## src/common/atfd_params.svh

```systemverilog
// Address constants, field positions and reset values for the task-file decoder.
// Included by the package; definitions only.
`ifndef ATFD_PARAMS_SVH
`define ATFD_PARAMS_SVH
`define ATFD_OFS_DATA 4'h0
`define ATFD_OFS_ERRFEAT 4'h1
`define ATFD_OFS_SECCNT 4'h2
`define ATFD_OFS_SECNUM 4'h3
`define ATFD_OFS_CYLLO 4'h4
`define ATFD_OFS_CYLHI 4'h5
`define ATFD_OFS_CARDHEAD 4'h6
`define ATFD_OFS_STATCMD 4'h7
`define ATFD_OFS_DUPEVEN 4'h8
`define ATFD_OFS_DUPODD 4'h9
`define ATFD_OFS_DUPERR 4'hd
`define ATFD_OFS_ALTCTL 4'he
`define ATFD_OFS_DRVADDR 4'hf
`define ATFD_BASE_PRI_TASK 6'h1f
`define ATFD_BASE_SEC_TASK 6'h17
`define ATFD_BASE_PRI_CTL 6'h3f
`define ATFD_BASE_SEC_CTL 6'h37
`define ATFD_ERR_ZERO_MASK 8'hd5
`define ATFD_STAT_ERR_BIT 0
`define ATFD_ERR_BBK_BIT 7
`define ATFD_ERR_UNC_BIT 6
`define ATFD_ERR_SECTOR_NOT_FOUND_FLAG_BIT 4
`define ATFD_ERR_COMMAND_ABORTED_FLAG_BIT 2
`define ATFD_ERR_GENERAL_ERROR_FLAG_BIT 0
`define ATFD_CTL_IEN_N_BIT 1
`define ATFD_RST_BYTE 8'h00
`define ATFD_RST_WORD 16'h0000
`define ATFD_RST_SECCNT 8'h01
`define ATFD_RST_CARDHEAD 8'ha0
`endif

```

## src/common/atfd_pkg.sv

```systemverilog
// Types used by the task-file decoder; its bench does not import them.
// Assumes atfd_params.svh sits on the include path.
package atfd_pkg;
  `include "atfd_params.svh"

  // Register chosen by one decoded access
  typedef enum logic [3:0] {
    SEL_NONE, SEL_WORD, SEL_EVEN, SEL_ODD, SEL_ERRFEAT, SEL_SECCNT, SEL_SECNUM,
    SEL_CYLLO, SEL_CYLHI, SEL_CARDHEAD, SEL_STATCMD, SEL_ALTCTL, SEL_DRVADDR
  } atfd_sel_t;

  // Lane used by the selection; both lanes when it is a word
  typedef enum logic [1:0] {LANE_LOW, LANE_HIGH, LANE_BOTH} atfd_lane_t;

  // Card access path, picked from the config index and the IDE strap
  typedef enum logic [2:0] {
    MODE_FIXED_PRI, MODE_FIXED_SEC, MODE_CONTIG, MODE_MEMORY, MODE_TRUE_IDE
  } atfd_mode_t;
endpackage : atfd_pkg

```

## src/rtl/atfd_task_file.sv

```systemverilog
// Task-file register bank with address decode and byte-lane steering.
// Assumes host strobes and address arrive asynchronously on pins and the
// media engine sits on the same clock, driving status and error events.
// Function
// Fixed I/O base 1F/17 maps offsets 0-7
// Base 3F/37: offset 6 altstat/ctl, 7 drive
// Both enables low: offset 0 word access
// Low-enable byte pair: even then odd byte
// High-lane offset 0 byte reaches error/feature
// Data register overlaps error/feature at offset 1
// Contiguous map adds 8,9,D,E,F duplicates
// Memory mode: A10 high makes A0 pick data
// Host sets register select per mode
// IDE command select maps A2-A0 registers
// IDE control select, address 6: altstat/ctl
// IDE DMA acknowledge moves 16-bit words
// IDE PIO data 16-bit, or byte mode
// Data register is 16 bits, buffer path
// Error register read-only, bits 5,3,1 zero
// Error bits 7 bad block/CRC, 6 uncorrectable
// Error bit 4 sector not found, 0 general
// Error bit 2 on aborted command
// Feature register written, also via high lane
// Sector count zero means 256 sectors
// Count reads zero at success, remainder else
// Primary status read clears interrupt, alternate not
// True IDE only when strap held at power-up
// Unlisted decodes select nothing, ignore writes
// Drive data bus only on valid read
`timescale 1ns/10ps
module atfd_task_file
  import atfd_pkg::*;
(
  input wire logic clk,
  input wire logic rst_b,
  input wire logic ideStrap_n,
  input wire logic [1:0] configIndex,
  input wire logic regSelect_n,
  input wire logic low_byte_enable_n,
  input wire logic high_byte_enable_n,
  input wire logic command_block_select_n,
  input wire logic control_block_select_n,
  input wire logic dma_acknowledge_n,
  input wire logic io_read_strobe_n,
  input wire logic io_write_strobe_n,
  input wire logic memReadStrobe_n,
  input wire logic memWriteStrobe_n,
  input wire logic [10:0] addr,
  input wire logic [15:0] dataIn,
  input wire logic [7:0] engineStatus,
  input wire logic [7:0] engineDriveAddr,
  input wire logic bad_block_or_crc_flag,
  input wire logic uncorrectable_flag,
  input wire logic sector_not_found_flag,
  input wire logic command_aborted_flag,
  input wire logic general_error_flag,
  input wire logic cmdDone,
  input wire logic cmdOk,
  input wire logic [7:0] sectorsLeft,
  input wire logic engineIrq,
  input wire logic byteModeSet,
  input wire logic byteModeClear,
  input wire logic [15:0] bufRdWord,
  output logic [15:0] dataOut,
  output logic [15:0] dataOe,
  output logic cmdStrobe,
  output logic [7:0] commandCode,
  output logic [7:0] featureSel,
  output logic [8:0] sectorTotal,
  output logic [7:0] sectorNum,
  output logic [7:0] cylLow,
  output logic [7:0] cylHigh,
  output logic [7:0] cardHead,
  output logic [7:0] devControl,
  output logic bufWrStrobe,
  output logic [15:0] bufWrWord,
  output logic bufRdStrobe,
  output logic irqPending,
  output logic trueIdeMode
);

  //////////////////////////////////////////////////////////////////////////
  // State

  typedef struct packed {
    logic [13:0] s1;        // First synchroniser stage for strobes and selects
    logic [13:0] s2;        // Second stage: the only one logic reads
    logic [10:0] a1;
    logic [10:0] a2;
    logic [15:0] d1;
    logic [15:0] d2;
    logic rdPrev;
    logic wrPrev;
    logic strapDone;
    logic ide;
    logic byteMode;
    logic evenPending;      // Byte-pair sequencer: next byte is odd
    logic [7:0] evenWr;
    logic [7:0] oddRd;
    logic [7:0] err;
    logic [7:0] feat;
    logic [7:0] secCnt;
    logic [7:0] secNum;
    logic [7:0] cylLo;
    logic [7:0] cylHi;
    logic [7:0] head;
    logic [7:0] cmd;
    logic [7:0] ctl;
    logic irq;
    logic cmdStb;
    logic bufWr;
    logic [15:0] bufWrW;
    logic bufRd;
    logic [15:0] dOut;
    logic [15:0] dOe;
  } atfd_state_t;

  atfd_state_t st_q;
  atfd_state_t st_d;

  //////////////////////////////////////////////////////////////////////////
  // Decode helpers

  // Contiguous map over 16 offsets, 13 of them decoded, also used by memory mode with A10 low
  function automatic atfd_sel_t atfd_contig(input logic [3:0] ofs);
    atfd_sel_t s;
    s = SEL_NONE;
    if (ofs == `ATFD_OFS_DATA) begin
      s = SEL_EVEN;
    end else if (ofs == `ATFD_OFS_ERRFEAT) begin
      s = SEL_ERRFEAT;
    end else if (ofs == `ATFD_OFS_SECCNT) begin
      s = SEL_SECCNT;
    end else if (ofs == `ATFD_OFS_SECNUM) begin
      s = SEL_SECNUM;
    end else if (ofs == `ATFD_OFS_CYLLO) begin
      s = SEL_CYLLO;
    end else if (ofs == `ATFD_OFS_CYLHI) begin
      s = SEL_CYLHI;
    end else if (ofs == `ATFD_OFS_CARDHEAD) begin
      s = SEL_CARDHEAD;
    end else if (ofs == `ATFD_OFS_STATCMD) begin
      s = SEL_STATCMD;
    end else if (ofs == `ATFD_OFS_DUPEVEN) begin
      s = SEL_EVEN;
    end else if (ofs == `ATFD_OFS_DUPODD) begin
      s = SEL_ODD;
    end else if (ofs == `ATFD_OFS_DUPERR) begin
      s = SEL_ERRFEAT;
    end else if (ofs == `ATFD_OFS_ALTCTL) begin
      s = SEL_ALTCTL;
    end else if (ofs == `ATFD_OFS_DRVADDR) begin
      s = SEL_DRVADDR;
    end
    return s;
  endfunction : atfd_contig

  // Card-mode lane steering of a low-offset selection by the byte enables
  function automatic atfd_sel_t atfd_lanes(input atfd_sel_t s, input logic ce1n,
                                           input logic ce2n, input logic [3:0] ofs);
    atfd_sel_t r;
    r = s;
    if (!ce1n && !ce2n && (ofs == `ATFD_OFS_DATA || ofs == `ATFD_OFS_ERRFEAT
        || ofs == `ATFD_OFS_DUPEVEN || ofs == `ATFD_OFS_DUPODD)) begin
      r = SEL_WORD;
    end else if (ce1n && !ce2n && ofs == `ATFD_OFS_DATA) begin
      r = SEL_ERRFEAT;
    end else if (ce1n && !ce2n && (ofs == `ATFD_OFS_DUPEVEN || ofs == `ATFD_OFS_DUPODD)) begin
      r = SEL_ODD;
    end else if (ce1n && ce2n) begin
      r = SEL_NONE;
    end
    return r;
  endfunction : atfd_lanes

  //////////////////////////////////////////////////////////////////////////
  // Synchronised pin view

  logic rdN, wrN, mrdN, mwrN, ce1N, ce2N, cs0N, cs1N, dackN, regN, strapN;
  logic [10:0] aS;
  logic [15:0] dS;
  atfd_mode_t mode;
  atfd_sel_t sel;
  atfd_lane_t lane;
  logic rdAct, wrAct, rdRise, wrRise;
  logic [7:0] wrByte;
  logic [7:0] errView;

  // Only second-stage flops feed decoding
  assign {rdN, wrN, mrdN, mwrN, ce1N, ce2N, cs0N, cs1N, dackN, regN, strapN} = st_q.s2[10:0];
  assign aS = st_q.a2;
  assign dS = st_q.d2;

  // Mode: IDE strap wins, otherwise the configuration index picks the map
  always_comb begin
    if (st_q.ide) begin
      mode = MODE_TRUE_IDE;
    end else if (configIndex == 2'h0) begin
      mode = MODE_MEMORY;
    end else if (configIndex == 2'h1) begin
      mode = MODE_CONTIG;
    end else if (configIndex == 2'h2) begin
      mode = MODE_FIXED_PRI;
    end else begin
      mode = MODE_FIXED_SEC;
    end
  end

  // Address decode per mode
  always_comb begin
    sel = SEL_NONE;
    if (mode == MODE_TRUE_IDE) begin
      if (cs1N && cs0N && !dackN) begin
        sel = SEL_WORD;
      end else if (cs1N && !cs0N && dackN) begin
        sel = atfd_contig({1'b0, aS[2:0]});
        if (aS[2:0] == 3'h0) begin
          sel = st_q.byteMode ? SEL_EVEN : SEL_WORD;
        end
      end else if (!cs1N && cs0N && dackN) begin
        if (aS[2:0] == 3'h6) begin
          sel = SEL_ALTCTL;
        end else if (aS[2:0] == 3'h7) begin
          sel = SEL_DRVADDR;
        end
      end
    end else if (mode == MODE_MEMORY) begin
      if (regN && aS[10]) begin
        sel = atfd_lanes(aS[0] ? SEL_ODD : SEL_EVEN, ce1N, ce2N,
                         aS[0] ? `ATFD_OFS_DUPODD : `ATFD_OFS_DUPEVEN);
      end else if (regN) begin
        sel = atfd_lanes(atfd_contig(aS[3:0]), ce1N, ce2N, aS[3:0]);
      end
    end else if (mode == MODE_CONTIG) begin
      if (!regN) begin
        sel = atfd_lanes(atfd_contig(aS[3:0]), ce1N, ce2N, aS[3:0]);
      end
    end else if (!regN) begin
      if (aS[9:4] == ((mode == MODE_FIXED_PRI) ? `ATFD_BASE_PRI_TASK : `ATFD_BASE_SEC_TASK)
          && !aS[3]) begin
        sel = atfd_lanes(atfd_contig(aS[3:0]), ce1N, ce2N, aS[3:0]);
      end else if (aS[9:4] == ((mode == MODE_FIXED_PRI) ? `ATFD_BASE_PRI_CTL
                               : `ATFD_BASE_SEC_CTL) && aS[3:1] == 3'h3) begin
        sel = aS[0] ? SEL_DRVADDR : SEL_ALTCTL;
      end
    end
  end

  // Strobes: I/O strobes except in memory mode; the access acts on the strobe's leading edge
  assign rdAct = (mode == MODE_MEMORY) ? !mrdN : !rdN;
  assign wrAct = (mode == MODE_MEMORY) ? !mwrN : !wrN;
  assign rdRise = rdAct && !st_q.rdPrev;
  assign wrRise = wrAct && !st_q.wrPrev;
  // High-lane byte access in card modes carries data on D15-D8
  assign lane = (sel == SEL_WORD) ? LANE_BOTH
              : (mode != MODE_TRUE_IDE && ce1N && !ce2N) ? LANE_HIGH : LANE_LOW;
  assign wrByte = (lane == LANE_HIGH) ? dS[15:8] : dS[7:0];
  // Fixed zero bits forced on read
  assign errView = st_q.err & `ATFD_ERR_ZERO_MASK;

  //////////////////////////////////////////////////////////////////////////
  // Next state

  always_comb begin
    logic [7:0] rdByte;
    rdByte = `ATFD_RST_BYTE;
    st_d = st_q;
    st_d.s1 = {3'h0, io_read_strobe_n, io_write_strobe_n, memReadStrobe_n, memWriteStrobe_n,
               low_byte_enable_n, high_byte_enable_n, command_block_select_n,
               control_block_select_n, dma_acknowledge_n, regSelect_n, ideStrap_n};
    st_d.s2 = st_q.s1;
    st_d.a1 = addr;
    st_d.a2 = st_q.a1;
    st_d.d1 = dataIn;
    st_d.d2 = st_q.d1;
    st_d.rdPrev = rdAct;
    st_d.wrPrev = wrAct;
    st_d.cmdStb = 1'b0;
    st_d.bufWr = 1'b0;
    st_d.bufRd = 1'b0;
    // Strap caught once, after reset has left the synchroniser settled
    if (!st_q.strapDone) begin
      st_d.strapDone = 1'b1;
      st_d.ide = !strapN;
    end
    if (byteModeSet) begin
      st_d.byteMode = 1'b1;
    end else if (byteModeClear) begin
      st_d.byteMode = 1'b0;
    end
    // Error detail is latched at command end; every command end clears it and loads the event flags
    if (cmdDone) begin
      st_d.err = '0;
      st_d.err[`ATFD_ERR_BBK_BIT] = bad_block_or_crc_flag;
      st_d.err[`ATFD_ERR_UNC_BIT] = uncorrectable_flag;
      st_d.err[`ATFD_ERR_SECTOR_NOT_FOUND_FLAG_BIT] = sector_not_found_flag;
      st_d.err[`ATFD_ERR_COMMAND_ABORTED_FLAG_BIT] = command_aborted_flag;
      st_d.err[`ATFD_ERR_GENERAL_ERROR_FLAG_BIT] = general_error_flag;
      st_d.secCnt = cmdOk ? 8'h00 : sectorsLeft;
    end
    // Writes: one register per leading edge, none for unlisted decodes
    if (wrRise) begin
      case (sel)
        SEL_WORD: begin
          st_d.bufWr = 1'b1;
          st_d.bufWrW = dS;
          st_d.evenPending = 1'b0;
        end
        SEL_EVEN: begin
          if (mode == MODE_TRUE_IDE || st_q.evenPending) begin
            st_d.bufWr = 1'b1;
            st_d.bufWrW = (mode == MODE_TRUE_IDE) ? {8'h00, dS[7:0]} : {dS[7:0], st_q.evenWr};
            st_d.evenPending = 1'b0;
          end else begin
            st_d.evenWr = dS[7:0];
            st_d.evenPending = 1'b1;
          end
        end
        SEL_ODD: begin
          st_d.bufWr = 1'b1;
          st_d.bufWrW = {wrByte, st_q.evenWr};
          st_d.evenPending = 1'b0;
        end
        SEL_ERRFEAT: st_d.feat = wrByte;
        SEL_SECCNT: st_d.secCnt = wrByte;
        SEL_SECNUM: st_d.secNum = wrByte;
        SEL_CYLLO: st_d.cylLo = wrByte;
        SEL_CYLHI: st_d.cylHi = wrByte;
        SEL_CARDHEAD: st_d.head = wrByte;
        SEL_STATCMD: begin
          st_d.cmd = wrByte;
          st_d.cmdStb = 1'b1;
        end
        SEL_ALTCTL: st_d.ctl = wrByte;
        default: ;
      endcase
    end
    // Reads: byte pair takes a buffer word on the even half
    case (sel)
      SEL_EVEN: rdByte = (mode != MODE_TRUE_IDE && st_q.evenPending) ? st_q.oddRd
                       : bufRdWord[7:0];
      SEL_ODD: rdByte = st_q.oddRd;
      SEL_ERRFEAT: rdByte = errView;
      SEL_SECCNT: rdByte = st_q.secCnt;
      SEL_SECNUM: rdByte = st_q.secNum;
      SEL_CYLLO: rdByte = st_q.cylLo;
      SEL_CYLHI: rdByte = st_q.cylHi;
      SEL_CARDHEAD: rdByte = st_q.head;
      SEL_STATCMD, SEL_ALTCTL: rdByte = engineStatus;
      SEL_DRVADDR: rdByte = engineDriveAddr;
      default: rdByte = `ATFD_RST_BYTE;
    endcase
    if (rdRise) begin
      if (sel == SEL_WORD || (sel == SEL_EVEN && mode == MODE_TRUE_IDE)) begin
        st_d.bufRd = 1'b1;
      end else if (sel == SEL_EVEN && !st_q.evenPending) begin
        st_d.bufRd = 1'b1;
        st_d.oddRd = bufRdWord[15:8];
        st_d.evenPending = 1'b1;
      end else if (sel == SEL_ODD || sel == SEL_EVEN) begin
        st_d.evenPending = 1'b0;
      end
    end
    // Interrupt: engine event sets and wins over a clearing status read
    if (engineIrq) begin
      st_d.irq = 1'b1;
    end else if (rdRise && sel == SEL_STATCMD) begin
      st_d.irq = 1'b0;
    end
    // Bus drive only while a valid read strobe is active
    st_d.dOe = '0;
    st_d.dOut = '0;
    if (rdAct && sel != SEL_NONE) begin
      if (lane == LANE_BOTH) begin
        st_d.dOe = 16'hffff;
        st_d.dOut = (sel == SEL_ERRFEAT) ? {errView, bufRdWord[7:0]} : bufRdWord;
      end else if (lane == LANE_HIGH) begin
        st_d.dOe = 16'hff00;
        st_d.dOut = {rdByte, 8'h00};
      end else begin
        st_d.dOe = 16'h00ff;
        st_d.dOut = {8'h00, rdByte};
      end
    end
    // Read data frozen at the leading edge; pair state moves on under it
    if (rdAct && !rdRise) begin
      st_d.dOut = st_q.dOut;
    end
  end

  //////////////////////////////////////////////////////////////////////////
  // Registers

  // Strobe and select synchronisers run through reset so the strap has settled at release
  always_ff @(posedge clk) begin
    if (!rst_b) begin
      st_q <= '0;
      st_q.s1 <= st_d.s1;
      st_q.s2 <= st_d.s2;
      st_q.secCnt <= `ATFD_RST_SECCNT;
      st_q.head <= `ATFD_RST_CARDHEAD;
      st_q.bufWrW <= `ATFD_RST_WORD;
    end else begin
      st_q <= st_d;
    end
  end

  //////////////////////////////////////////////////////////////////////////
  // Outputs from flops; sectorTotal and irqPending pass through gating logic

  assign dataOut = st_q.dOut;
  assign dataOe = st_q.dOe;
  assign cmdStrobe = st_q.cmdStb;
  assign commandCode = st_q.cmd;
  assign featureSel = st_q.feat;
  assign sectorTotal = {(st_q.secCnt == 8'h00), st_q.secCnt};
  assign sectorNum = st_q.secNum;
  assign cylLow = st_q.cylLo;
  assign cylHigh = st_q.cylHi;
  assign cardHead = st_q.head;
  assign devControl = st_q.ctl;
  assign bufWrStrobe = st_q.bufWr;
  assign bufWrWord = st_q.bufWrW;
  assign bufRdStrobe = st_q.bufRd;
  assign irqPending = st_q.irq && !st_q.ctl[`ATFD_CTL_IEN_N_BIT];
  assign trueIdeMode = st_q.ide;

endmodule : atfd_task_file

```

## config.mk

```make
export PLATFORM = sky130hd
export DESIGN_NAME = atfd_task_file
export DESIGN_NICKNAME = d
export VERILOG_FILES = /design/src/common/atfd_pkg.sv /design/src/rtl/atfd_task_file.sv
export VERILOG_INCLUDE_DIRS = /design/src /design/src/common
export SDC_FILE = /design/constraint.sdc
export NUM_CORES = 1
export LEC_CHECK = 0
export BUFFER_PORTS_ARGS = -buffer_cell sky130_fd_sc_hd__buf_2
export CAP_MARGIN = 20
export CELL_PAD_IN_SITES_DETAIL_PLACEMENT = 0
export CELL_PAD_IN_SITES_GLOBAL_PLACEMENT = 1
export CORE_MARGIN = 2
export CORE_UTILIZATION = 44
export CTS_CLUSTER_SIZE = 16
export DETAILED_ROUTE_END_ITERATION = 10
export PLACE_DENSITY = 0.9
export RECOVER_POWER = 100
export SYNTH_ARGS = -nofsm -noshare
export SYNTH_HDL_FRONTEND = slang
export SYNTH_SLANG_ARGS = --single-unit
```

## constraint.sdc

```tcl
create_clock -name clk -period 5.3 [get_ports clk]
set_clock_uncertainty 0.2 [all_clocks]
set_input_delay 0 -clock clk [delete_from_list [all_inputs] [get_ports clk]]
set_output_delay 0 -clock clk [all_outputs]
set_load 0.03 [all_outputs]
```

# Yosys cells after proc, flatten, opt, wreduce, memory -nomap -nowiden
# Cells that the tools add are included.
[totals]
register_bits = 219
out_inout_bits = 118
wordCells = 252
inputBits = 92
[classes]
n_reduce_logical = 81
muxes = 93
eq_ne = 46
bitwise = 2
[ops]
columns = ["cell", "n"]
rows = [
  ["$mux W4", 41],
  ["$mux W8", 13],
  ["$mux W32", 3],
  ["$pmux W8 S10", 1],
  ["$mux W56", 1],
  ["$pmux W17 S3", 1],
  ["$eq A4 B4 Y1 const B", 12],
  ["$eq A4 B3 Y1 const B", 8],
  ["$mux W16", 2],
  ["$logic_and A1 B1 Y1", 29],
  ["$reduce_and A2 Y1", 10],
  ["$mux W1", 18],
  ["$mux W3", 6],
  ["$mux W17", 1],
  ["$eq A4 B2 Y1 const B", 4],
  ["$logic_not A1 Y1", 16],
  ["$eq A3 B2 Y1 const B", 5],
  ["$eq A3 B3 Y1 const B", 5],
  ["$eq A4 B1 Y1 const B", 3],
  ["$logic_or A1 B1 Y1", 11],
  ["$mux W9", 1],
  ["$reduce_and A3 Y1", 3],
  ["$logic_not A4 Y1", 2],
  ["$logic_not A8 Y1", 1],
  ["other kinds (16)", 25],
]

# Depth between registers and ports, before layout
# Gate-level depths: netlist of the first run.
[logic_depth]
word_depth = 31
depth_mapped = 15
ltp_nobuf = 11

# Worst setup path after synthesis of the first run
# OpenSTA, ideal clock, no wires.
[synth_timing]
kind = "register -> register"
startpoint = "reg st_q (netlist bit ce1N)"
endpoint = "reg st_q (netlist bit bufWrWord[10])"
setup_time_ns = 0.123
n_path_buf = 2
path_stages_with_launch = 14
period_less_slack_ns = 3.136
setup_slack_ns = 2.164
arrival_time_ns = 2.814
required_time_ns = 4.977
path_cell_list = "dfxtp_1 > inv_1 > ha_1 > or3_1 > a21oi_1 > o32ai_1 > o311ai_4 > or2_1 > buf_4 > o21ai_1 > a211o_1 > buf_2 > a221oi_1 > nor2_1"
[synth_between]
elab_chain_cells = 15
elab_cells_between_ends = 39
classes_between = "eq/ne: 5; mux: 20; reduce/logical: 14"
[synth_rtl]
columns = ["element", "line", "rtl"]
rows = [
  ["start, declared", "atfd_task_file.sv:118", "atfd_state_t st_q;"],
  ["start signal, assigned", "atfd_task_file.sv:404", "st_q <= st_d;"],
  ["$logic_and A1 B1 Y1 (on tied branches)", "atfd_task_file.sv:170, atfd_task_file.sv:166, atfd_task_file.sv:168", ""],
  ["$mux W4 / $logic_and A1 B1 Y1 (equally long branches)", "atfd_task_file.sv:170, atfd_task_file.sv:168", ""],
  ["$mux W4", "atfd_task_file.sv:168", "end else if (ce1n && !ce2n && (ofs == `ATFD_OFS_DUPEVEN || ofs == `ATFD_OFS_DUPODD)) begin"],
  ["$mux W4", "atfd_task_file.sv:166", "end else if (ce1n && !ce2n && ofs == `ATFD_OFS_DATA) begin"],
  ["$mux W4", "atfd_task_file.sv:163", "if (!ce1n && !ce2n && (ofs == `ATFD_OFS_DATA || ofs == `ATFD_OFS_ERRFEAT"],
  ["$mux W4", "atfd_task_file.sv:239", "if (aS[9:4] == ((mode == MODE_FIXED_PRI) ? `ATFD_BASE_PRI_TASK : `ATFD_BASE_SEC_TASK)"],
  ["$mux W4", "atfd_task_file.sv:238", "end else if (!regN) begin"],
  ["$mux W4", "atfd_task_file.sv:234", "end else if (mode == MODE_CONTIG) begin"],
  ["$mux W4", "atfd_task_file.sv:227", "end else if (mode == MODE_MEMORY) begin"],
  ["$mux W4", "atfd_task_file.sv:212", "if (mode == MODE_TRUE_IDE) begin"],
  ["$eq A4 B1 Y1", "atfd_task_file.sv:255, atfd_task_file.sv:303", ""],
  ["$mux W2", "atfd_task_file.sv:255", "assign lane = (sel == SEL_WORD) ? LANE_BOTH"],
  ["$eq A2 B1 Y1", "atfd_task_file.sv:257", "assign wrByte = (lane == LANE_HIGH) ? dS[15:8] : dS[7:0];"],
  ["$mux W8", "atfd_task_file.sv:257", ""],
  ["$pmux W17 S3", "atfd_task_file.sv:303", "case (sel)"],
]
# Several ways; a longest one is shown, not always the timed one.
# A chain may end at the register's enable or synchronous reset.

# Worst setup path after layout of the first run
[layout_timing]
startpoint = "reg st_q (netlist bit trueIdeMode)"
endpoint = "reg st_q (netlist bit dataOut[0])"
[layout_between]
elab_chain_cells = 17
elab_cells_between_ends = 49
classes_between = "eq/ne: 20; mux: 17; reduce/logical: 12"
[layout_rtl]
columns = ["element", "line", "rtl"]
rows = [
  ["$mux W3 (*)", "atfd_task_file.sv:196", "if (st_q.ide) begin"],
  ["$logic_not A3 Y1", "atfd_task_file.sv:239, atfd_task_file.sv:242", ""],
  ["$mux W4 (no line)", "--", ""],
  ["$eq A6 B6 Y1", "atfd_task_file.sv:242", "end else if (aS[9:4] == ((mode == MODE_FIXED_PRI) ? `ATFD_BASE_PRI_CTL"],
  ["$logic_and A1 B1 Y1", "atfd_task_file.sv:242", ""],
  ["$mux W4", "atfd_task_file.sv:242", ""],
  ["$mux W4", "atfd_task_file.sv:239", ""],
  ["$mux W4", "atfd_task_file.sv:238", ""],
  ["$mux W4", "atfd_task_file.sv:234", ""],
  ["$mux W4", "atfd_task_file.sv:227", ""],
  ["$mux W4", "atfd_task_file.sv:212", ""],
  ["$eq A4 B4 Y1 / $eq A4 B1 Y1 (equally long branches)", "atfd_task_file.sv:339, atfd_task_file.sv:255", ""],
  ["$reduce_or A2 Y1 / $mux W2 (equally long branches)", "atfd_task_file.sv:339, atfd_task_file.sv:255", ""],
  ["$pmux W8 S10 / $eq A2 B1 Y1 (equally long branches)", "atfd_task_file.sv:339, atfd_task_file.sv:377", ""],
  ["$mux W32", "atfd_task_file.sv:377", "end else if (lane == LANE_HIGH) begin"],
  ["$mux W32", "atfd_task_file.sv:374", "if (lane == LANE_BOTH) begin"],
  ["$mux W32", "atfd_task_file.sv:373", "if (rdAct && sel != SEL_NONE) begin"],
]
# Mark *: on every way between the ends. The rest lies on a longest branch, timed or not.

==> summary.md, run 1 <==
| Metric | Value |
|---|---|
| P_leak | `around 4.3 nW` |
| Failing checks | `max-capacitance violations, max-slew violations` |
| All-layer global routing usage | `about 24%` |
| Worst path cell trace | `nor2b_1 -> xnor2_1 -> a22oi_1 -> o311ai_4 -> nor2_1 -> clkbuf_1 -> nor2_1 -> a22o_1 -> a211oi_1 -> o21ai_0 -> dlygate4sd3_1` |
| Synth-to-Final Area Change | `20.5%` |
| Yosys reg bits | `just over 200` |
| Final-report setup violation count | `0` |
| Met2 WL | `13.1 mm` |
| Max-slew violation count | `86` |
| Post-CTS Hold Fix Bufs | `between 100 and 150` |
| Post-CTS Setup Inserts | `0` |
| Cell-internal power | `roughly 2.6 mW` |
| Layout cell share with drive strength beyond 1 | `12.6%` |
| CP Max Fanout | `23` |
| Final ANT Viol Nets | `0` |
| Post-CTS resize count | `0` |
| Fin Setup TNS | `0 ps` |
| Syn. warnings | `0` |
| Placed wire-length estimate | `around 20 mm` |
| Routed wire length | `just under 30 mm` |
| RR Startpoint | `trueIdeMode$_SDFFE_PN0N_` |
| Core area | `~21000 µm²` |
| Status | `complete, but fails checks` |
| Reg2Reg Setup Slack | `between 400 and 500 ps` |
| F_max | `205 MHz` |
| Max VDD drop | `0.000218 V` |
| Post-Synth XOR/XNOR Area | `less than 1%` |
| # rows | `53` |
| Vias | `between 8000 and 9000` |
| DRC errors left | `0` |
| Synth top area cells | `dfxtp_1 (43%), buf_4 (9.2%), o21ai_0 (5.1%)` |
| Die area | `about 23000 µm²` |
| Largest family of logic cells by synthesized area | `compound AO/OA/AOI/OAI gates` |
| Routed wire length on met3 | `between 2 and 2.5 mm` |
| First-pass GRT wire length | `about 43 mm` |
| Switching part of the total | `between 20% and 30%` |
| Relative slew margins | `-70.9%` |
| Routability cong. | `0.895` |
| Fill count | `a little under 2000` |
| Tcrit/Tclk final | `92.1%` |
| Number of synthesized flops with an enable pin | `0` |
| WP data arrival | `between 5000 and 6000 ps` |
| Commonest cells post-synth | `dfxtp_1 (205), buf_4 (117), o21ai_0 (97), a21oi_1 (80), and2_1 (64)` |
| Avg WL per Cell | `around 19 µm` |
| Post-Synth Adder-Cell Area | `less than 1%` |
| Worst Path Buf+Inv | `2` |
| Most frequent CP cell | `nor2_1` |
| Clock transition at path regs | `60 ps` |
| Syn nets | `approximately 1100` |
| Total power divided by cell area | `~300 nW/µm²` |
| Setup crit end kind | `register` |
| Grt total ovfl | `0` |
| Reg2Reg Depth | `11` |
| Clock share of power | `~42%` |
| TritonRoute pass-1 iters | `5` |
| Post-Syn Area | `around 9500 µm²` |
| Combinational share of power | `10.8%` |
| Final worst path period need | `slightly below 5000 ps` |
| Syn_area_per_cell | `just over 9 µm²` |
| Port Buffer Count | `209` |
| CP max-delay cell | `dfxtp_1` |
| Die Ht | `151 µm` |
| Critical Path RT | `approximately 5500 ps` |
| CP peak stage delay | `between 800 and 900 ps` |
| Max Cap Viol | `2` |
| Simple-gate share of the synthesized area | `around 18%` |
| CTS Sinks | `just over 200` |
| RSZ-0062 raised after global routing | `no` |
| Worst Setup Start Kind | `register` |
| Power share of the sequential group | `47.0%` |
| Clk Latency, worst-skew pair | `approximately 520 ps` |
| I/O pin count | `210` |
| Area leader, netlist | `dfxtp_1` |
| DR top layer | `met4` |
| Worst setup endpoint | `dataOut[0]$_SDFFE_PN0N_` |
| # nets final | `~1300` |
| Delay-heaviest family, CP | `compound AO/OA/AOI/OAI gates` |
| Cells after Synth | `a little over 1000` |
| # H-tree levels | `1` |
| Sequential area share after synthesis | `between 40% and 50%` |
| Compound-gate portion of the synthesized area | `21.2%` |
| Mux cell area share after synthesis | `about 4.4%` |
| Reg2reg end | `dataOut[0]$_SDFFE_PN0N_` |
| CTS Buf Count | `22` |
| Via density per instance | `approximately 5.5` |
| Worst Hold Class | `in -> reg` |
| Pre-CTS setup slack | `1000 ps` |
| Final Hold Vio Count | `0` |
| Vias in the first global route | `just under 8000` |
| CTS max path bufs | `3` |
| DRT iter0 DRCs | `roughly 660` |
| Async SR Flop Fraction | `0%` |
| Setup ws final | `about 420 ps` |
| Ys flop type | `dfxtp_1` |
| Stages on worst setup path | `11` |
| CTS tree | `done` |
| Metal-1 WL | `approximately 13 mm` |
| Starting Density | `around 45%` |
| WS Path Type | `reg -> reg` |
| Largest net degree at the start of global routing | `85` |
| Die Wd | `around 150 µm` |
| Most frequent cell after synthesis | `dfxtp_1` |
| Tightest Pin Transition | `2560 ps` |
| Synth cell types | `just over 80` |
| NetSw | `approximately 0.86 mW` |
| Post-synth top area share | `a little over two fifths` |
| CTS root buffer | `clkbuf_16` |
| Initial antenna violation count | `0` |
| Worst Setup SP | `trueIdeMode$_SDFFE_PN0N_` |
metal layers:
metal,GRT usage [%],vias up
li1,-,3998
met1,33.4,3915
met2,38.9,363
met3,4.22,61
met4,8.36,0
met5,0,-
tightest hold or removal path, delay by kind of cell:
family,cells,cell delay (ps)
simple gates,1,100
buf+inv,2,610
final cells by class:
class	instances	area (µm²)	area share, %
flip-flops and latches	205	4100	35.8
multi-input cells	644	4180	36.4
well taps	275	344	3.00
clock inverters	6	72.6	0.632
inverters	15	56.3	0.491
clock buffers	29	607	5.29
repair buffers	336	2110	18.4
diodes	1	2.50	0.0218
stage by stage:
step	hold slack, ps	cells	util, %	instance area [µm²]	total power [mW]
final	25.0	1511	54.2	11500	3.46
after global routing	39.7	1510	54.2	11500	3.58
after CTS	3.37	1510	55.4	11700	3.49
after global placement	-95.9	1362	46.8	9900	1.97
after detailed placement	-96.4	1362	46.8	9900	1.97
after floorplan	-172	1038	-	9520	1.87
power groups by stage:
stage                     combinational, mW  sequential, mW  clock, mW
after global placement                0.315            1.66          0
after detailed placement              0.316            1.66          0
final                                 0.374            1.62       1.46
after global routing                  0.403            1.63       1.55
after floorplan                       0.234            1.64          0
after CTS                             0.376            1.62       1.49
logic make-up (layout without fill, tap and decap cells):
logic type	count (synthesis)	count (layout)
and+or+nand+nor	287	287
adders and majority gates	5	5
other	0	1
DFF	205	205
muxes	39	39
buffers and inverters	189	386
AOI/OAI and AO/OA	310	310
xor gates and xnor gates	3	3
registers in the layout, summed over array words and instances (netlist names), 8 cells and up:
register and cells:
cylHigh 8, dataOut 16, st_q 24, st_d 38, aS 11, sectorTotal 8, commandCode 8, dS 16
cylLow 8, cardHead 8, devControl 8, featureSel 8, bufWrWord 16, sectorNum 8
worst min-delay path by stage:
stage / slack, ps / from / depth (start not counted) / endpoint
after detailed placement: -100 / low_byte_enable_n / 1 / st_d[206]$_DFF_P_
after CTS: 3 / dataIn[2] / 3 / st_d[148]$_SDFF_PN0_
after floorplan: -170 / ideStrap_n / 0 / st_d[200]$_DFF_P_
after global routing: 40 / dataIn[4] / 3 / st_d[150]$_SDFF_PN0_
final: 20 / dataIn[2] / 3 / st_d[148]$_SDFF_PN0_
after global placement: -100 / high_byte_enable_n / 1 / st_d[205]$_DFF_P_
layout by cell type, fill, tap and decap left out, types with 4 or more instances in the layout:
cell / count
and2_0: 32
clkbuf_1: 129
o2bb2ai_1: 5
nor3_2: 8
a221oi_1: 22
a22oi_1: 19
a31oi_1: 9
mux2i_1: 38
nand3b_1: 6
a211oi_1: 10
a21oi_1: 82
buf_2: 89
o211ai_1: 6
and3_1: 6
inv_1: 14
o21ai_0: 99
clkbuf_16: 22
nor4_1: 11
nor2_1: 47
and2_1: 34
ha_1: 5
nand2b_1: 10
o2111a_1: 5
buf_4: 9
nor3_1: 9
nand3_1: 20
o22ai_1: 4
dfxtp_1: 205
dlygate4sd3_1: 113
or3_1: 4
nand2_1: 30
nor2b_1: 31
nand4_1: 15
(Power assumes the default switching activity.)
==> inputs of run 2 (changes only) <==
Settings changed: CORE_UTILIZATION 44 to 41, PLACE_DENSITY 0.9 to 0.85.
Clock period 5.3 ns to 5.1 ns, I/O delays scaled along.
==> run 2 against run 1 <==
Effect of this change: the flow still finishes with violations (max-capacitance violations, max-slew violations); fmax grew 0.90%; count of clock-buffer cells in the layout grew 2; die area grew 7.1%; first-iteration DRC count up 17%; sequential cell count unchanged; critical endpoint is now dataOut[6]$_SDFFE_PN0N_; largest cell class unchanged; largest power group unchanged.
==> summary.md, run 2 (synthesized netlist as in run 1, its figures left out) <==
| Metric | Value |
|---|---|
| Status | `complete, but fails checks (unchanged)` |
| Failing checks | `max-capacitance violations, max-slew violations (unchanged)` |
| I/O pin count | `210 (unchanged)` |
| Routed wire length | `29.7 mm (was 28.9 mm)` |
| CP max-delay cell | `dfxtp_1 (unchanged)` |
| CTS tree | `done (unchanged)` |
| # rows | `55 (was 53)` |
| WP data arrival | `5030 ps (was 5070 ps)` |
| Port Buffer Count | `209 (unchanged)` |
| Synth-to-Final Area Change | `24.0% (was 20.5%)` |
| CP peak stage delay | `740 ps (was 850 ps)` |
| RSZ-0062 raised after global routing | `no (unchanged)` |
| DRC errors left | `0 (unchanged)` |
| RR Startpoint | `aS[2]$_SDFF_PN0_ (was trueIdeMode$_SDFFE_PN0N_)` |
| DP Area | `9930 µm² (was 9900 µm²)` |
| Setup crit end kind | `register (unchanged)` |
| Worst Hold Class | `in -> reg (unchanged)` |
| CP Max Fanout | `19 (was 23)` |
| Largest net degree at the start of global routing | `90 (was 85)` |
| Total power divided by cell area | `321 nW/µm² (was 301 nW/µm²)` |
| Layout cell share with drive strength beyond 1 | `13.2% (was 12.6%)` |
| Die Ht | `156 µm (was 151 µm)` |
| Worst Setup Start Kind | `register (unchanged)` |
| Die Wd | `156 µm (was 151 µm)` |
| Worst Setup SP | `aS[2]$_SDFF_PN0_ (was trueIdeMode$_SDFFE_PN0N_)` |
| Vias | `8444 (was 8337)` |
| Critical Path RT | `5290 ps (was 5490 ps)` |
| Max VDD drop | `0.000238 V (was 0.000218 V)` |
| First-pass GRT wire length | `45.1 mm (was 43.3 mm)` |
| Clk Latency, worst-skew pair | `500 ps (was 520 ps)` |
| CTS Sinks | `205 (unchanged)` |
| Worst path cell trace | `inv_1 -> and3_1 -> o32ai_1 -> o311ai_4 -> or2_1 -> nand3_1 -> a21oi_1 -> dlygate4sd3_1 -> nor4_1 -> a21oi_1 -> dlygate4sd3_1 (was nor2b_1 -> xnor2_1 -> a22oi_1 -> o311ai_4 -> nor2_1 -> clkbuf_1 -> nor2_1 -> a22o_1 -> a211oi_1 -> o21ai_0 -> dlygate4sd3_1)` |
| Final-report setup violation count | `0 (unchanged)` |
| Fin Setup TNS | `0 ps (unchanged)` |
| Max reg flops | `38 (unchanged)` |
| # nets final | `1342 (was 1321)` |
| Reg2reg end | `dataOut[6]$_SDFFE_PN0N_ (was dataOut[0]$_SDFFE_PN0N_)` |
| Initial antenna violation count | `0 (unchanged)` |
| Stages on worst setup path | `11 (unchanged)` |
| Tcrit/Tclk final | `94.9% (was 92.1%)` |
| Final ANT Viol Nets | `0 (unchanged)` |
| TritonRoute pass-1 iters | `5 (unchanged)` |
| Worst Path Buf+Inv | `3 (was 2)` |
| Max Cap Viol | `1 (was 2)` |
| Via density per instance | `5.46 (was 5.52)` |
| # H-tree levels | `1 (unchanged)` |
| Routability cong. | `0.951 (was 0.895)` |
| Max-slew violation count | `90 (was 86)` |
| Delay-heaviest family, CP | `simple AND/OR/NAND/NOR gates (was compound AO/OA/AOI/OAI gates)` |
| CTS root buffer | `clkbuf_16 (unchanged)` |
| Final worst path period need | `4840 ps (was 4880 ps)` |
| P_leak | `4.52 nW (was 4.35 nW)` |
| CTS max path bufs | `3 (unchanged)` |
| Reg2Reg Depth | `11 (unchanged)` |
| Placed wire-length estimate | `20.0 mm (was 19.7 mm)` |
| CTS Buf Count | `22 (unchanged)` |
| Diode count | `0 (was 1)` |
| Clock transition at path regs | `60 ps (about the same)` |
| F_max | `207 MHz (was 205 MHz)` |
| DRT iter0 DRCs | `776 (was 663)` |
| All-layer global routing usage | `23.5% (was 24.4%)` |
| Most frequent cells in the layout | `dfxtp_1 (205), dlygate4sd3_1 (132), clkbuf_1 (129) (was dfxtp_1 (205), clkbuf_1 (129), dlygate4sd3_1 (113))` |
| Most common cell after layout, fill and taps aside | `dfxtp_1 (unchanged)` |
| Tightest Pin Transition | `3220 ps (was 2560 ps)` |
| Final Hold Vio Count | `0 (unchanged)` |
| WS Path Type | `reg -> reg (unchanged)` |
| Worst setup endpoint | `dataOut[6]$_SDFFE_PN0N_ (was dataOut[0]$_SDFFE_PN0N_)` |
| Starting Density | `41.9% (was 45.0%)` |
| Post-CTS Setup Inserts | `0 (unchanged)` |
| Hold WS | `55.9 ps (was 25.0 ps)` |
| Vias in the first global route | `8264 (was 7791)` |
| Relative slew margins | `-115% (was -70.9%)` |
| Core area | `22700 µm² (was 21200 µm²)` |
| Avg WL per Cell | `19.2 µm (was 19.1 µm)` |
| Grt total ovfl | `0 (unchanged)` |
| Reg2Reg Setup Slack | `260 ps (was 420 ps)` |
| Die area | `24500 µm² (was 22800 µm²)` |
| Fin area | `11800 µm² (was 11500 µm²)` |
==> run 2: per-layer routing <==
metal | GRT usage (%) | up-vias | wire length [µm]
met3 | 5.07 | 47 | 2290
met4 | 7.12 | 0 | 665
met5 | 0 | - | 0
li1 | - | 4051 | -
met1 | 30.7 | 3993 | 12900
met2 | 38.9 | 353 | 13900
==> run 2: area by class of cell <==
| cell class | count | area (µm²) |
|---|---|---|
| fill | 2118 | 10900 |
| clock buffer | 31 | 646 |
| tap | 285 | 357 |
| clock inverter | 9 | 133 |
| sequential | 205 | 4100 |
| timing repair buffer | 357 | 2320 |
| multi-input combinational | 644 | 4200 |
| inverter | 15 | 56.3 |
==> run 2: where the power goes <==
group / switching (mW) / leakage (nW) / internal (mW) / total, mW
combinational: 0.230 / 2.47 / 0.175 / 0.405
sequential: 0.0397 / 1.68 / 1.65 / 1.69
clock: 0.654 / 0.376 / 1.04 / 1.69
==> run 2: worst min-delay path by stage <==
stage	cells past startpoint	from	to	slack, ps
floorplan	0	ideStrap_n	st_d[200]$_DFF_P_	-170
global placement	1	memReadStrobe_n	st_d[208]$_DFF_P_	-100
detailed placement	1	memReadStrobe_n	st_d[208]$_DFF_P_	-100
CTS	3	dataIn[4]	st_d[150]$_SDFF_PN0_	20
global route	3	dataIn[12]	st_d[158]$_SDFF_PN0_	60
finish	3	dataIn[3]	st_d[149]$_SDFF_PN0_	60
==> run 2: worst min-delay path, stage by stage <==
cell,delay (ps)
dlygate4sd3_1,520
buf_2,100
and2_0,110
==> run 2: timing repair <==
action | 4_1_cts | 5_1_grt
hold buffers | 132 | 0
setup endpoints to repair | 0 | 4
hold endpoints to repair | 115 | 0
resized for setup | 0 | 1
==> run 2: metrics by stage <==
| step | setup slack (ps) | util (%) | total power [mW] | cells |
|---|---|---|---|---|
| floorplan | 1960 | - | 1.95 | 1038 |
| global placement | 929 | 43.7 | 2.05 | 1374 |
| detailed placement | 786 | 43.7 | 2.06 | 1374 |
| CTS | 227 | 53.0 | 3.80 | 1546 |
| global route | 39.2 | 52.0 | 3.92 | 1546 |
| finish | 261 | 52.0 | 3.79 | 1546 |
==> inputs of run 3 (changes only) <==
Settings changed: CTS_BUF_LIST set to sky130_fd_sc_hd__clkbuf_8 sky130_fd_sc_hd__clkbuf_16, SLEW_MARGIN set to 5.
==> run 3 against run 2 <==
Effect of this change: the run still ends with max-capacitance violations, max-slew violations left; sequential cell count stayed put; global-route usage stayed put; non-clock buffer count stayed put; clock power hardly changed; via count hardly changed; largest cell class unchanged; cell count stayed put; worst setup slack worse by 11 ps; sequential share of layout area stayed put; critical path depth stayed put; highest routed layer unchanged; first-iteration DRC count stayed put; core utilization stayed put.
==> summary.md, run 3 (synthesized netlist as in run 1, its figures left out) <==
| Metric | Value |
|---|---|
| Status | `complete, but fails checks (unchanged)` |
| Failing checks | `max-capacitance violations, max-slew violations (unchanged)` |
| Max reg flops | `38 (unchanged)` |
| Routability cong. | `0.951 (unchanged)` |
| Final worst path period need | `4850 ps (was 4840 ps)` |
| Placed wire-length estimate | `20.0 mm (unchanged)` |
| Via density per instance | `5.46 (about the same)` |
| I/O pin count | `210 (unchanged)` |
| Tcrit/Tclk final | `95.1% (was 94.9%)` |
| Reg2reg end | `dataOut[6]$_SDFFE_PN0N_ (unchanged)` |
| Reg2Reg Depth | `11 (unchanged)` |
| CP max-delay cell | `dfxtp_1 (unchanged)` |
| DRC errors left | `0 (unchanged)` |
| Worst setup endpoint | `dataOut[6]$_SDFFE_PN0N_ (unchanged)` |
| Max VDD drop | `0.000238 V (about the same)` |
| RSZ-0062 raised after global routing | `no (unchanged)` |
| Tightest Pin Transition | `3200 ps (was 3220 ps)` |
| Worst Setup Start Kind | `register (unchanged)` |
| Max Cap Viol | `1 (unchanged)` |
| Routed wire length | `29.7 mm (about the same)` |
| Reg2Reg Setup Slack | `250 ps (was 260 ps)` |
| Critical Path RT | `5290 ps (about the same)` |
| TritonRoute pass-1 iters | `5 (unchanged)` |
| Avg WL per Cell | `19.2 µm (about the same)` |
| First-pass GRT wire length | `45.1 mm (unchanged)` |
| Initial antenna violation count | `0 (unchanged)` |
| Port Buffer Count | `209 (unchanged)` |
| Relative slew margins | `-113% (was -115%)` |
| Total power divided by cell area | `320 nW/µm² (was 321 nW/µm²)` |
| P_leak | `4.54 nW (was 4.52 nW)` |
| CTS Sinks | `205 (unchanged)` |
| Die area | `24500 µm² (unchanged)` |
| Grt total ovfl | `0 (unchanged)` |
| Layout cell share with drive strength beyond 1 | `13.2% (unchanged)` |
| CTS max path bufs | `3 (unchanged)` |
| Clk Latency, worst-skew pair | `500 ps (about the same)` |
| Worst path cell trace | `inv_1 -> and3_1 -> o32ai_1 -> o311ai_4 -> or2_1 -> nand3_1 -> a21oi_1 -> dlygate4sd3_1 -> nor4_1 -> a21oi_1 -> dlygate4sd3_1 (unchanged)` |
| Die Wd | `156 µm (unchanged)` |
| RR Startpoint | `aS[2]$_SDFF_PN0_ (unchanged)` |
| Final ANT Viol Nets | `0 (unchanged)` |
| Fin Setup TNS | `0 ps (unchanged)` |
| Starting Density | `41.9% (unchanged)` |
| Clock transition at path regs | `60 ps (about the same)` |
| Core area | `22700 µm² (unchanged)` |
| Vias in the first global route | `8264 (unchanged)` |
| # rows | `55 (unchanged)` |
| Diode count | `0 (unchanged)` |
| Synth-to-Final Area Change | `24.0% (unchanged)` |
| Die Ht | `156 µm (unchanged)` |
| CTS Buf Count | `22 (unchanged)` |
| Worst Setup SP | `aS[2]$_SDFF_PN0_ (unchanged)` |
| Fin cells | `1546 (unchanged)` |
| Max-slew violation count | `90 (unchanged)` |
| Setup crit end kind | `register (unchanged)` |
| DRT iter0 DRCs | `776 (unchanged)` |
| CP Max Fanout | `19 (unchanged)` |
| # nets final | `1342 (unchanged)` |
| CTS root buffer | `clkbuf_16 (unchanged)` |
| Largest net degree at the start of global routing | `90 (unchanged)` |
| CTS tree | `done (unchanged)` |
| Worst Hold Class | `in -> reg (unchanged)` |
| All-layer global routing usage | `23.5% (unchanged)` |
| Placed insts | `1374 (unchanged)` |
| Post-CTS Setup Inserts | `0 (unchanged)` |
| F_max | `206 MHz (was 207 MHz)` |
| WP data arrival | `5040 ps (was 5030 ps)` |
| Most frequent cells in the layout | `dfxtp_1 (205), dlygate4sd3_1 (132), clkbuf_1 (125) (was dfxtp_1 (205), dlygate4sd3_1 (132), clkbuf_1 (129))` |
| Final-report setup violation count | `0 (unchanged)` |
| Final Hold Vio Count | `0 (unchanged)` |
| # H-tree levels | `1 (unchanged)` |
| Most common cell after layout, fill and taps aside | `dfxtp_1 (unchanged)` |
| WS Path Type | `reg -> reg (unchanged)` |
| Vias | `8441 (was 8444)` |
| CP peak stage delay | `740 ps (about the same)` |
run 3: cell count changes in the layout (fill, tap and decap cells not counted), sizes merged:
cell | previous run | this run
inv | 14 | 18
clkbuf | 157 | 153
run 3: timing repair:
| action | CTS | global route |
|---|---|---|
| endpoints found under the setup margin | 0 | 4 |
| hold buffers | 132 | 0 |
| hold endpoints to repair | 115 | 0 |
| gates resized for setup | 0 | 1 |
run 3: worst min-delay path by stage:
stage                            to            start  slack (ps)  depth (start not counted)
2_1_floorplan     st_d[200]$_DFF_P_       ideStrap_n        -170                          0
3_3_place_gp      st_d[208]$_DFF_P_  memReadStrobe_n        -100                          1
3_5_place_dp      st_d[208]$_DFF_P_  memReadStrobe_n        -100                          1
4_1_cts        st_d[150]$_SDFF_PN0_        dataIn[4]          20                          3
5_1_grt        st_d[158]$_SDFF_PN0_       dataIn[12]          60                          3
6_report       st_d[149]$_SDFF_PN0_        dataIn[3]          50                          3
run 3: layout make-up:
class	instances	area, µm²
clock buffer	27	631
clock inverter	13	148
fill	2118	10900
inverter	15	56.3
multi-input combinational	644	4200
sequential	205	4100
tap	285	357
timing repair buffer	357	2320
run 3: metal layers:
| layer | track usage [%] | share of wire, % | vias up |
|---|---|---|---|
| met2 | 38.9 | 47 | 360 |
| met3 | 5.07 | 7.9 | 50 |
| li1 | - | - | 4052 |
| met1 | 30.7 | 43 | 3979 |
| met5 | 0 | 0 | - |
| met4 | 7.12 | 2.3 | 0 |
run 3: report_power, final:
group | total, mW | leakage, nW | internal [mW] | switching, mW
registers | 1.69 | 1.68 | 1.65 | 0.0397
clock network | 1.69 | 0.392 | 1.03 | 0.656
logic | 0.405 | 2.47 | 0.175 | 0.230
total | 3.78 | 4.54 | 2.85 | 0.926
run 3: through the flow:
step | total power, mW | util (%) | worst slack, ps | area [µm²] | hold WS [ps]
after floorplan | 1.95 | - | 1960 | 9520 | -172
after global placement | 2.05 | 43.7 | 929 | 9930 | -95.8
after detailed placement | 2.06 | 43.7 | 786 | 9930 | -96.4
after CTS | 3.80 | 53.0 | 227 | 12000 | 23.3
after global routing | 3.91 | 52.0 | 39.2 | 11800 | 63.1
final | 3.78 | 52.0 | 249 | 11800 | 51.2
run 3: worst max-delay path: cells and delay by family, from the launching register on:
family          cells  cell delay (ps)
flops               1              740
buf+inv             3             1410
simple gates        4             1480
compound gates      4              910
